<file path="config.mk">
export PLATFORM = sky130hd
export DESIGN_NAME = lsr_regs
export DESIGN_NICKNAME = d
export VERILOG_FILES = /design/src/lsr_pkg.sv /design/src/lsr_fault_if.sv /design/src/lsr_lamp_timer.sv /design/src/lsr_regs.sv
export SDC_FILE = /design/constraint.sdc
export NUM_CORES = 1
export LEC_CHECK = 0
export ABC_AREA = 1
export BUFFER_PORTS_ARGS = -buffer_cell sky130_fd_sc_hd__buf_4
export CORE_MARGIN = 2
export CORE_UTILIZATION = 57
export CTS_CLUSTER_SIZE = 10
export DETAILED_ROUTE_END_ITERATION = 16
export MAX_ROUTING_LAYER = met4
export PLACE_DENSITY = 0.88
export SLEW_MARGIN = 20
export SYNTH_ARGS = -nofsm -noshare
export SYNTH_HDL_FRONTEND = slang
export SYNTH_SLANG_ARGS = --single-unit
</file>
<file path="constraint.sdc">
create_clock -name clock -period 1.7 [get_ports clock]
set_input_delay 0.34 -clock clock [delete_from_list [all_inputs] [get_ports clock]]
set_output_delay 0.34 -clock clock [all_outputs]
set_load 0.03 [all_outputs]
</file>
<file path="src/lsr_pkg.sv">
// Constants for the lamp shutdown and status register block
package lsr_pkg;

    // ====================
    // Clock and timing
    localparam int unsigned CLK_KHZ          = 125000;
    localparam int unsigned LAMP_OUT_MS      = 2000;
    localparam int unsigned LAMP_OUT_CYCLES  = LAMP_OUT_MS * CLK_KHZ;
    localparam int unsigned TIMER_W          = 28;

    // ====================
    // Command byte layout
    localparam int unsigned CMD_HI_BIT       = 7;
    localparam int unsigned CMD_SUB_BIT      = 6;
    localparam logic [1:0]  SEL_BRIGHT       = 2'h1;
    localparam logic [1:0]  SEL_STATUS       = 2'h2;
    localparam logic [1:0]  SEL_PART         = 2'h3;
    localparam logic [1:0]  SEL_REV          = 2'h0;
    localparam int unsigned WIDE_STATUS_BIT  = 1;
    localparam int unsigned ID_SEL_BIT       = 0;

    // ====================
    // Field positions
    localparam int unsigned MODE_W           = 3;
    localparam int unsigned BRIGHT_W         = 5;
    localparam int unsigned OFF_LOW_POS      = 0;
    localparam int unsigned OFF_HIGH_POS     = 1;
    localparam int unsigned FORCE_OFF_POS    = 2;

    // ====================
    // Reset values
    localparam logic [2:0]  MODE_RST         = 3'h1;
    localparam logic        LAMP_PRESENT_RST = 1'h1;
    localparam logic        NO_OC_RST        = 1'h1;
    localparam logic [7:0]  RDATA_RST        = 8'h00;

    // ====================
    // Identity values (arbitrary)
    localparam logic [7:0]  MAKER_CODE_DEF   = 8'h5a;
    localparam logic [7:0]  PART_CODE_DEF    = 8'h3c;
    localparam logic [7:0]  REV_CODE_DEF     = 8'h01;

endpackage : lsr_pkg

</file>
<file path="src/lsr_fault_if.sv">
// Link between the mode/status control and the lamp-out timer
`timescale 1ns/1ps
`default_nettype none

interface lsr_fault_if;
    logic arm;
    logic expired;

    modport ctrl  (output arm, input expired);
    modport timer (input arm, output expired);
endinterface : lsr_fault_if

`default_nettype wire

</file>
<file path="src/lsr_lamp_timer.sv">
// Lamp-out timeout: counts how long the lamp current stays under threshold
`timescale 1ns/1ps
`default_nettype none

module lsr_lamp_timer #(
    parameter int unsigned LIMIT = lsr_pkg::LAMP_OUT_CYCLES
) (
    input  wire logic     clock,
    input  wire logic     resetn,
    input  wire logic     lamp_current_low,
    lsr_fault_if.timer    flt
);

    localparam logic [lsr_pkg::TIMER_W-1:0] LAST = lsr_pkg::TIMER_W'(LIMIT - 1);

    // ====================
    // Input synchroniser
    logic low_meta_q;
    logic low_sync_q;

    always_ff @(posedge clock or negedge resetn)
    begin
        if (!resetn)
        begin
            low_meta_q <= 1'b0;
            low_sync_q <= 1'b0;
        end
        else
        begin
            low_meta_q <= lamp_current_low;
            low_sync_q <= low_meta_q;
        end
    end

    // ====================
    // Timeout counter
    logic [lsr_pkg::TIMER_W-1:0] cnt_q;

    // Any pulse of lamp current restarts the full timeout
    always_ff @(posedge clock or negedge resetn)
    begin
        if (!resetn)
        begin
            cnt_q <= '0;
        end
        else if (!flt.arm || !low_sync_q)
        begin
            cnt_q <= '0;
        end
        else if (cnt_q != LAST)
        begin
            cnt_q <= cnt_q + 1'b1;
        end
    end

    assign flt.expired = flt.arm && low_sync_q && (cnt_q == LAST);

endmodule : lsr_lamp_timer

`default_nettype wire

</file>
<file path="src/lsr_regs.sv">
// Shutdown-mode decode, fault status flags and identity registers
// Function
// - Top mode bit forces off; else pin low uses bit 0, pin high bit 1.
// - Lamp-out flag reads 0 after a lamp-out detection, 1 otherwise.
// - Lamp-out flag stays 0 after the fault goes away until a shutdown or a suspend-pin toggle.
// - A mode-bit shutdown or any suspend-pin toggle, even one that leaves the lamp lit, returns the lamp-out flag to 1.
// - Overcurrent flag reads 0 if overcurrent seen last dimming period, else 1.
// - Status flag bits are read-only; writes to the status register change only the mode field.
// - Lamp-out flag at bit 7, overcurrent flag at bit 6 (bits 1 and 0 in the wide read), both reset to 1.
// - Three read-only identity registers return fixed maker, part and revision codes.
// - Writes to identity registers are ignored.
// - Lamp-out flag clears after two seconds with lamp current below threshold.
// - While lamp-out flag is 0 the lamp stays forced off.
// - Overcurrent flag updates once per dimming period and holds through the next.
// - Shutdown-mode bits reset to 001.
`timescale 1ns/1ps
`default_nettype none

module lsr_regs #(
    parameter int unsigned          LAMP_OUT_CYCLES = lsr_pkg::LAMP_OUT_CYCLES,
    parameter logic [7:0]           MAKER_CODE      = lsr_pkg::MAKER_CODE_DEF,   // arbitrary value
    parameter logic [7:0]           PART_CODE       = lsr_pkg::PART_CODE_DEF,    // arbitrary value
    parameter logic [7:0]           REVISION_CODE   = lsr_pkg::REV_CODE_DEF      // arbitrary value
) (
    input  wire logic               clock,
    input  wire logic               resetn,
    input  wire logic               suspend_pin,
    input  wire logic               lamp_current_low,
    input  wire logic               overcurrent,
    input  wire logic               period_end,
    input  wire logic [4:0]         bright_level,
    input  wire logic [7:0]         reg_cmd,
    input  wire logic               reg_wr,
    input  wire logic [7:0]         reg_wdata,
    output logic [7:0]              reg_rdata,
    output logic [2:0]              shutdown_mode,
    output logic                    lamp_off
);

    // ====================
    // Command decode
    typedef enum logic [2:0] {
        LSR_SEL_NONE   = 3'h0,
        LSR_SEL_BRIGHT = 3'h1,
        LSR_SEL_STATUS = 3'h2,
        LSR_SEL_PART   = 3'h3,
        LSR_SEL_REV    = 3'h4,
        LSR_SEL_WIDE   = 3'h5,
        LSR_SEL_MAKER  = 3'h6
    } lsr_sel_t;

    // Command bytes alias freely; only the listed bits matter
    function automatic lsr_sel_t lsr_decode(input logic [7:0] cmd);
        lsr_sel_t sel;
        sel = LSR_SEL_NONE;
        if (!cmd[lsr_pkg::CMD_HI_BIT])
        begin
            if (cmd[1:0] == lsr_pkg::SEL_BRIGHT)
                sel = LSR_SEL_BRIGHT;
            else if (cmd[1:0] == lsr_pkg::SEL_STATUS)
                sel = LSR_SEL_STATUS;
            else if (cmd[1:0] == lsr_pkg::SEL_PART)
                sel = LSR_SEL_PART;
            else
                sel = LSR_SEL_REV;
        end
        else if (!cmd[lsr_pkg::CMD_SUB_BIT])
        begin
            if (!cmd[lsr_pkg::WIDE_STATUS_BIT])
                sel = LSR_SEL_WIDE;
        end
        else if (cmd[lsr_pkg::ID_SEL_BIT])
        begin
            sel = LSR_SEL_PART;
        end
        else
        begin
            sel = LSR_SEL_MAKER;
        end
        return sel;
    endfunction : lsr_decode

    lsr_sel_t sel;
    assign sel = lsr_decode(reg_cmd);

    // ====================
    // Pin synchronisers
    logic sus_meta_q;
    logic sus_sync_q;
    logic sus_last_q;
    logic oc_meta_q;
    logic oc_sync_q;

    always_ff @(posedge clock or negedge resetn)
    begin
        if (!resetn)
        begin
            sus_meta_q <= 1'b0;
            sus_sync_q <= 1'b0;
            sus_last_q <= 1'b0;
            oc_meta_q  <= 1'b0;
            oc_sync_q  <= 1'b0;
        end
        else
        begin
            sus_meta_q <= suspend_pin;
            sus_sync_q <= sus_meta_q;
            sus_last_q <= sus_sync_q;
            oc_meta_q  <= overcurrent;
            oc_sync_q  <= oc_meta_q;
        end
    end

    logic sus_toggle;
    assign sus_toggle = sus_sync_q ^ sus_last_q;

    // ====================
    // Shutdown-mode register
    logic [2:0] mode_q;
    logic       mode_wr;

    // Every alias of the status command writes the mode field
    assign mode_wr = reg_wr && (sel == LSR_SEL_STATUS);

    always_ff @(posedge clock or negedge resetn)
    begin
        if (!resetn)
        begin
            mode_q <= lsr_pkg::MODE_RST;
        end
        else if (mode_wr)
        begin
            // Only the mode field is writable; status bits in the byte are dropped
            mode_q <= reg_wdata[lsr_pkg::MODE_W-1:0];
        end
    end

    assign shutdown_mode = mode_q;

    // ====================
    // Mode decode
    logic mode_off;

    always_comb
    begin
        if (mode_q[lsr_pkg::FORCE_OFF_POS])
            mode_off = 1'b1;
        else if (sus_sync_q)
            mode_off = mode_q[lsr_pkg::OFF_HIGH_POS];
        else
            mode_off = mode_q[lsr_pkg::OFF_LOW_POS];
    end

    // ====================
    // Lamp-out flag
    logic         lamp_present_q;
    logic         lamp_set;
    logic         lamp_clear;
    lsr_fault_if  flt ();

    // Timer only runs while the lamp is meant to be lit
    assign flt.arm  = !mode_off && lamp_present_q;
    assign lamp_off = mode_off || !lamp_present_q;

    // Any pin toggle counts, even one that leaves the lamp running
    assign lamp_set   = mode_off || sus_toggle;
    assign lamp_clear = flt.expired;

    lsr_lamp_timer #(
        .LIMIT            (LAMP_OUT_CYCLES)
    ) u_timer (
        .clock            (clock),
        .resetn           (resetn),
        .lamp_current_low (lamp_current_low),
        .flt              (flt.timer)
    );

    // A shutdown wins over a same-cycle detection
    always_ff @(posedge clock or negedge resetn)
    begin
        if (!resetn)
        begin
            lamp_present_q <= lsr_pkg::LAMP_PRESENT_RST;
        end
        else if (lamp_set)
        begin
            lamp_present_q <= 1'b1;
        end
        else if (lamp_clear)
        begin
            lamp_present_q <= 1'b0;
        end
    end

    // ====================
    // Overcurrent flag
    logic oc_seen_q;
    logic no_oc_q;
    logic oc_now;

    // An overcurrent in the boundary cycle still counts for the ending period
    assign oc_now = oc_seen_q || oc_sync_q;

    always_ff @(posedge clock or negedge resetn)
    begin
        if (!resetn)
        begin
            oc_seen_q <= 1'b0;
        end
        else if (period_end)
        begin
            oc_seen_q <= 1'b0;
        end
        else if (oc_sync_q)
        begin
            oc_seen_q <= 1'b1;
        end
    end

    // Sample at the period boundary and hold for the whole next period
    always_ff @(posedge clock or negedge resetn)
    begin
        if (!resetn)
        begin
            no_oc_q <= lsr_pkg::NO_OC_RST;
        end
        else if (period_end)
        begin
            no_oc_q <= !oc_now;
        end
    end

    // ====================
    // Read data
    logic [1:0] status_bits;
    assign status_bits = {lamp_present_q, no_oc_q};

    // Writes reach only the mode field; status flags and identity bytes have no write path
    always_ff @(posedge clock or negedge resetn)
    begin
        if (!resetn)
        begin
            reg_rdata <= lsr_pkg::RDATA_RST;
        end
        else
        begin
            case (sel)
                LSR_SEL_BRIGHT: reg_rdata <= {3'h0, bright_level};
                LSR_SEL_STATUS: reg_rdata <= {status_bits, 3'h7, mode_q};
                LSR_SEL_PART:   reg_rdata <= PART_CODE;
                LSR_SEL_REV:    reg_rdata <= REVISION_CODE;
                LSR_SEL_WIDE:   reg_rdata <= {bright_level, 1'b1, status_bits};
                LSR_SEL_MAKER:  reg_rdata <= MAKER_CODE;
                default:        reg_rdata <= lsr_pkg::RDATA_RST;
            endcase
        end
    end

endmodule : lsr_regs

`default_nettype wire

</file>
==> run metrics, run 1 <==
status=complete, no violations; Post-Syn Nets=roughly 390; dpl cell area=just under 3000 µm²; final instance area=~3100 µm²; I/O pin count=40; Slew @ Worst Pin=just over 600 ps; final setup fails=0; vias in the first global route=roughly 2400; Worst Path Max Fanout=7; worst IR drop on VDD=657 µV; RR Endpoint=u_timer.cnt_q[16]; Die H=approximately 72 µm; clock period minus worst slack=about 1600 ps; r2r setup slk=around 120 ps; Syn Area/Cell=7.32 µm²; Fin Setup TNS=0 ps; ANT cells=0; H-tree depth=2; Port-buffer cells=30; startpoint types=flip-flop; Initial Utilization=0.601; max-cap violations=0; core area=4440 µm²; Fmax=around 0.63 GHz; relative slew slack=0.595; Top cell by count, worst path=nor2_1; CP required=approximately 1900 ps; Leak=between 1 and 1.5 nW; Initial DRC Count=a little under 200; Detail Placement HPWL=4580 µm; routed len/inst=between 10 and 15 µm; Fill cells=roughly 360; R2R depth=7; Hold Buf Count CTS=0; Vias/cell=about 5.5; HP Class=input pin to async pin; grt ovf=0; Slowest-stage cell, CP=dfrtp_1; CP peak stage delay=around 400 ps; global-route wire length before repair=around 10000 µm; Final Hold Vio Count=0; Async S/R FF share, synth=1.00; number of flops mapped to enable cells by yosys=0; Reg clk slew, reported paths=100 ps; DR pass1 iterations=5; Sink Count=between 40 and 50; layout cells sized above 1=0.166; worst-case clock skew=14.2 ps; RSZ-0062 raised after global routing=no; Routed WL=6140 µm; CTS Buf Count=5; Area growth, synth to finish=16.3%; clk_lat worst skew=between 300 and 400 ps; PD cells=approximately 830 nW/µm²; Finished Core Util=0.699; initial antenna violation count=0; # rows=24; All-Layer GR Usage=0.262; Mapped Cells=365; Resize count post-CTS=0; post-synthesis sequential area ratio=0.460; largest net degree at the start of global routing=50; Tcrit/Tclk final=0.929; Worst EP arrival=1770 ps; synth warn=0; setup bufs post-CTS=0; CTS Buffer Depth=2; final-stage net count=~430; Distinct cells, synth=29; Final GP Congestion=1.01; clk root buf=clkbuf_8; Crit Path Category=flip-flop to flip-flop; Top FF cell, synth=dfrtp_1; # DRC=0; worst r2r src=u_timer.cnt_q[1]; die area=~5300 µm²; Vias=2495; post-synthesis register bit count=between 40 and 50; CTS tree=yes; CP Capture Type=flip-flop; Post-Syn Area=approximately 2700 µm²; DRT antenna net count=0; fin. max-slew vios=0; die outline width=around 72 µm; crit-path cells=ha_1 -> inv_2 -> nor2_4 -> nand2_1 -> nor2_1 -> xor2_1 -> nor2_1
-- power breakdown --
group          switching, mW  total, mW  internal, mW  leakage [nW]
registers             0.0296       1.25          1.22         0.638
clock network          0.407      0.999         0.592        0.0687
logic                  0.206      0.330         0.123         0.676
-- area by class of cell --
type | instances | area [µm²] | area share
repair buffers | 32 | 253 | 0.0813
multi-input cells | 272 | 1260 | 0.407
clock inverters | 3 | 68.8 | 0.0221
flip-flops and latches | 49 | 1230 | 0.396
inverters | 42 | 158 | 0.0507
well taps | 52 | 65.1 | 0.0209
clock buffers | 5 | 68.8 | 0.0221
-- cell usage in the layout (no fill, tap or decap), types with 3 or more instances in the layout --
master / instances
a21oi_1: 6
buf_4: 31
clkbuf_8: 5
dfrtp_1: 46
dfstp_2: 3
inv_1: 39
inv_2: 3
nand2_1: 122
nand3_1: 23
nand3_2: 3
nand4_1: 5
nor2_1: 73
nor2_2: 6
nor2_4: 3
o2111ai_1: 3
o21ai_0: 4
or2_2: 3
xor2_1: 6
-- per-stage QoR --
step	hold WS, ps	power, mW	setup WS [ps]	std cells
2_1_floorplan	44.4	1.45	268	365
3_3_place_gp	332	1.60	237	447
3_5_place_dp	337	1.60	189	447
4_1_cts	48.1	2.59	121	455
5_1_grt	64.6	2.67	21.9	455
6_report	12.1	2.58	122	455
-- state kept, by name, indices dropped and copies added, names as in the netlist --
signal / count
u_timer.low_meta_q: 1
oc_meta_q: 1
oc_seen_q: 1
sus_last_q: 1
lamp_present_q: 1
reg_rdata: 8
sus_sync_q: 1
sus_meta_q: 1
u_timer.low_sync_q: 1
u_timer.cnt_q: 28
no_oc_q: 1
oc_sync_q: 1
shutdown_mode: 3
-- cell usage after synthesis (all sizes together) (2+ instances only) --
cell type | instances | share of area
xnor2 | 2 | 0.0066
dfrtp | 46 | 0.43
inv | 42 | 0.059
o211ai | 2 | 0.0056
nand4 | 6 | 0.020
or2 | 3 | 0.0070
o2111ai | 3 | 0.0098
o21ai | 5 | 0.011
a21oi | 6 | 0.011
nand2 | 124 | 0.18
xor2 | 6 | 0.020
nand3 | 26 | 0.054
mux2 | 2 | 0.0084
buf | 2 | 0.0070
dfstp | 3 | 0.030
nor2 | 82 | 0.13
-- cells by family after synthesis --
kind of cell / count (synthesis) / share of synthesized area
muxes: 2 / 0.00843
adders and majority gates: 1 / 0.00468
DFF: 49 / 0.460
xor gates and xnor gates: 8 / 0.0262
buffers and inverters: 44 / 0.0660
AOI/OAI and AO/OA: 19 / 0.0459
and+or+nand+nor: 242 / 0.388
-- routing by layer --
layer,vias up,wire length [µm],global-route usage
met5,-,0,-
met4,0,230,0.128
met3,21,395,0.0611
met2,103,2890,0.428
met1,1165,2620,0.305
li1,1206,-,-
-- worst max-delay path, delay by kind of cell (launching register included) --
family,cells,cell delay (ps)
xor gates and xnor gates,1,160
buffers and inverters,1,70
adders and majority gates,1,200
and+or+nand+nor,4,640
DFF,1,400
-- worst max path at each step --
stage                                start           endpoint  slack [ps]  cells past startpoint
after floorplan           shutdown_mode[2]   u_timer.cnt_q[1]         270                      6
after global placement    u_timer.cnt_q[0]  u_timer.cnt_q[16]         240                      7
after detailed placement  u_timer.cnt_q[1]  u_timer.cnt_q[16]         190                      7
after CTS                 shutdown_mode[0]           lamp_off         120                      3
after global routing      u_timer.cnt_q[1]  u_timer.cnt_q[16]          20                      7
final                     u_timer.cnt_q[1]  u_timer.cnt_q[16]         120                      7
Power figures use the tool's default switching activity.
==> inputs of run 2 (changes only) <==
- clock period: 1.7 -> 1.8 ns (I/O delays scaled with it)
==> run 2 against run 1 <==
Setup slack improved by 77 ps. Global-route usage rose by 1.5 points. Sequential cell count did not move. Design area fell by 1.1%.
==> run metrics, run 2 (same netlist as run 1, synthesis figures left out) <==
core area=4440 µm²; startpoint types=flip-flop; Sink Count=roughly 50; Detail Placement HPWL=4810 µm; worst IR drop on VDD=619 µV; Routed WL=roughly 6300 µm; RSZ-0062 raised after global routing=no; DRT antenna net count=0; CTS tree=yes; initial antenna violation count=0; DR pass1 iterations=4; Initial Utilization=0.601; vias in the first global route=around 2400; worst hold slack=between 50 and 60 ps; Tcrit/Tclk final=0.890; grt ovf=0; # DRC=0; setup bufs post-CTS=0; multi-input logic area=~1300 µm²; RR Endpoint=u_timer.cnt_q[7]; largest net degree at the start of global routing=50; ANT cells=0; relative slew slack=0.599; final setup fails=0; CP required=between 1000 and 1500 ps; PD cells=745 nW/µm²; die outline width=between 70 and 80 µm; routed len/inst=~14 µm; Port-buffer cells=30; Finished Core Util=0.691; final-stage net count=431; Fin Setup TNS=0 ps; # rows=24; Area growth, synth to finish=15.0%; Fill cells=around 380; non-filler cells, final=between 400 and 500; Reg clk slew, reported paths=roughly 90 ps; r2r setup slk=around 300 ps; Worst EP arrival=about 1200 ps; CTS Buf Count=5; Fmax=0.624 GHz; R2R depth=8; CTS Buffer Depth=2; max FFs per register=28; clock period minus worst slack=approximately 1600 ps; Final Hold Vio Count=0; status=complete, no violations; Vias=2427; die area=approximately 5300 µm²; global-route wire length before repair=10700 µm; clk_lat worst skew=310 ps; All-Layer GR Usage=0.277; worst-case clock skew=slightly below 9 ps; most frequent cells in the layout=nand2_1 (122), nor2_1 (73), dfrtp_1 (46), inv_1 (39), buf_4 (32); CP Capture Type=output port; worst r2r src=u_timer.cnt_q[19]; layout cells sized above 1=0.166; I/O pin count=40; Leak=1.36 nW; Final GP Congestion=slightly below 1; clk root buf=clkbuf_8; fin. max-slew vios=0; Reg with most FFs=u_timer.cnt_q; Total Power=about 2.3 mW; register area=around 1200 µm²; Inst Count DP=~450; Crit Path Category=flip-flop to output port; max-cap violations=0; Hold Buf Count CTS=0; Slew @ Worst Pin=601 ps; H-tree depth=2; commonest non-fill, non-tap cell in the layout=nand2_1; Worst Path Max Fanout=4; HP Class=input pin to async pin; Vias/cell=between 5 and 6; Resize count post-CTS=0; Initial DRC Count=approximately 170; Die H=roughly 72 µm
[run 2: cell types whose count changed in the layout (fill, tap and decap cells not counted)]
cell / previous run / this run
inv_6: 1 / 0
clkinv_4: 0 / 1
bufinv_16: 2 / 1
clkinvlp_4: 0 / 1
buf_12: 1 / 0
buf_4: 31 / 32
[run 2: report_power, final]
| group | total [mW] | internal, mW | switching, mW | leakage, nW |
|---|---|---|---|---|
| combinational | 0.309 | 0.111 | 0.198 | 0.673 |
| sequential | 1.18 | 1.15 | 0.0294 | 0.638 |
| clock | 0.799 | 0.416 | 0.383 | 0.0543 |
[run 2: worst max-delay path by stage]
| stage | startpoint | to | slack (ps) | cells after the start |
|---|---|---|---|---|
| CTS | shutdown_mode[0] | lamp_off | 190 | 3 |
| global placement | u_timer.cnt_q[19] | u_timer.cnt_q[5] | 350 | 7 |
| finish | shutdown_mode[0] | lamp_off | 200 | 3 |
| global route | u_timer.cnt_q[0] | u_timer.cnt_q[16] | 130 | 7 |
| floorplan | shutdown_mode[2] | u_timer.cnt_q[1] | 370 | 6 |
| detailed placement | u_timer.cnt_q[19] | u_timer.cnt_q[7] | 310 | 8 |
[run 2: critical path, cell delays in order, from the launching register on]
cell and delay (ps):
dfstp_2 580, nand2_2 90, nand4_4 90, buf_4 180
[run 2: cell type report]
type                    count  area share
repair buffers             32      0.0782
flip-flops and latches     49       0.400
inverters                  42      0.0513
clock buffers               5      0.0224
multi-input cells         272       0.412
clock inverters             3      0.0151
well taps                  52      0.0212
[run 2: layer usage]
layer / share of wire / up-vias / track usage
met5: 0 / - / -
met4: 0.034 / 0 / 0.146
met3: 0.048 / 18 / 0.0431
met2: 0.50 / 80 / 0.457
met1: 0.42 / 1125 / 0.327
li1: - / 1204 / -
[run 2: per-stage QoR]
step                      area (µm²)  setup WS, ps
after global placement          2960           352
after detailed placement        2960           305
after floorplan                 2670           368
after global routing            3070           133
final                           3070           198
after CTS                       3070           187
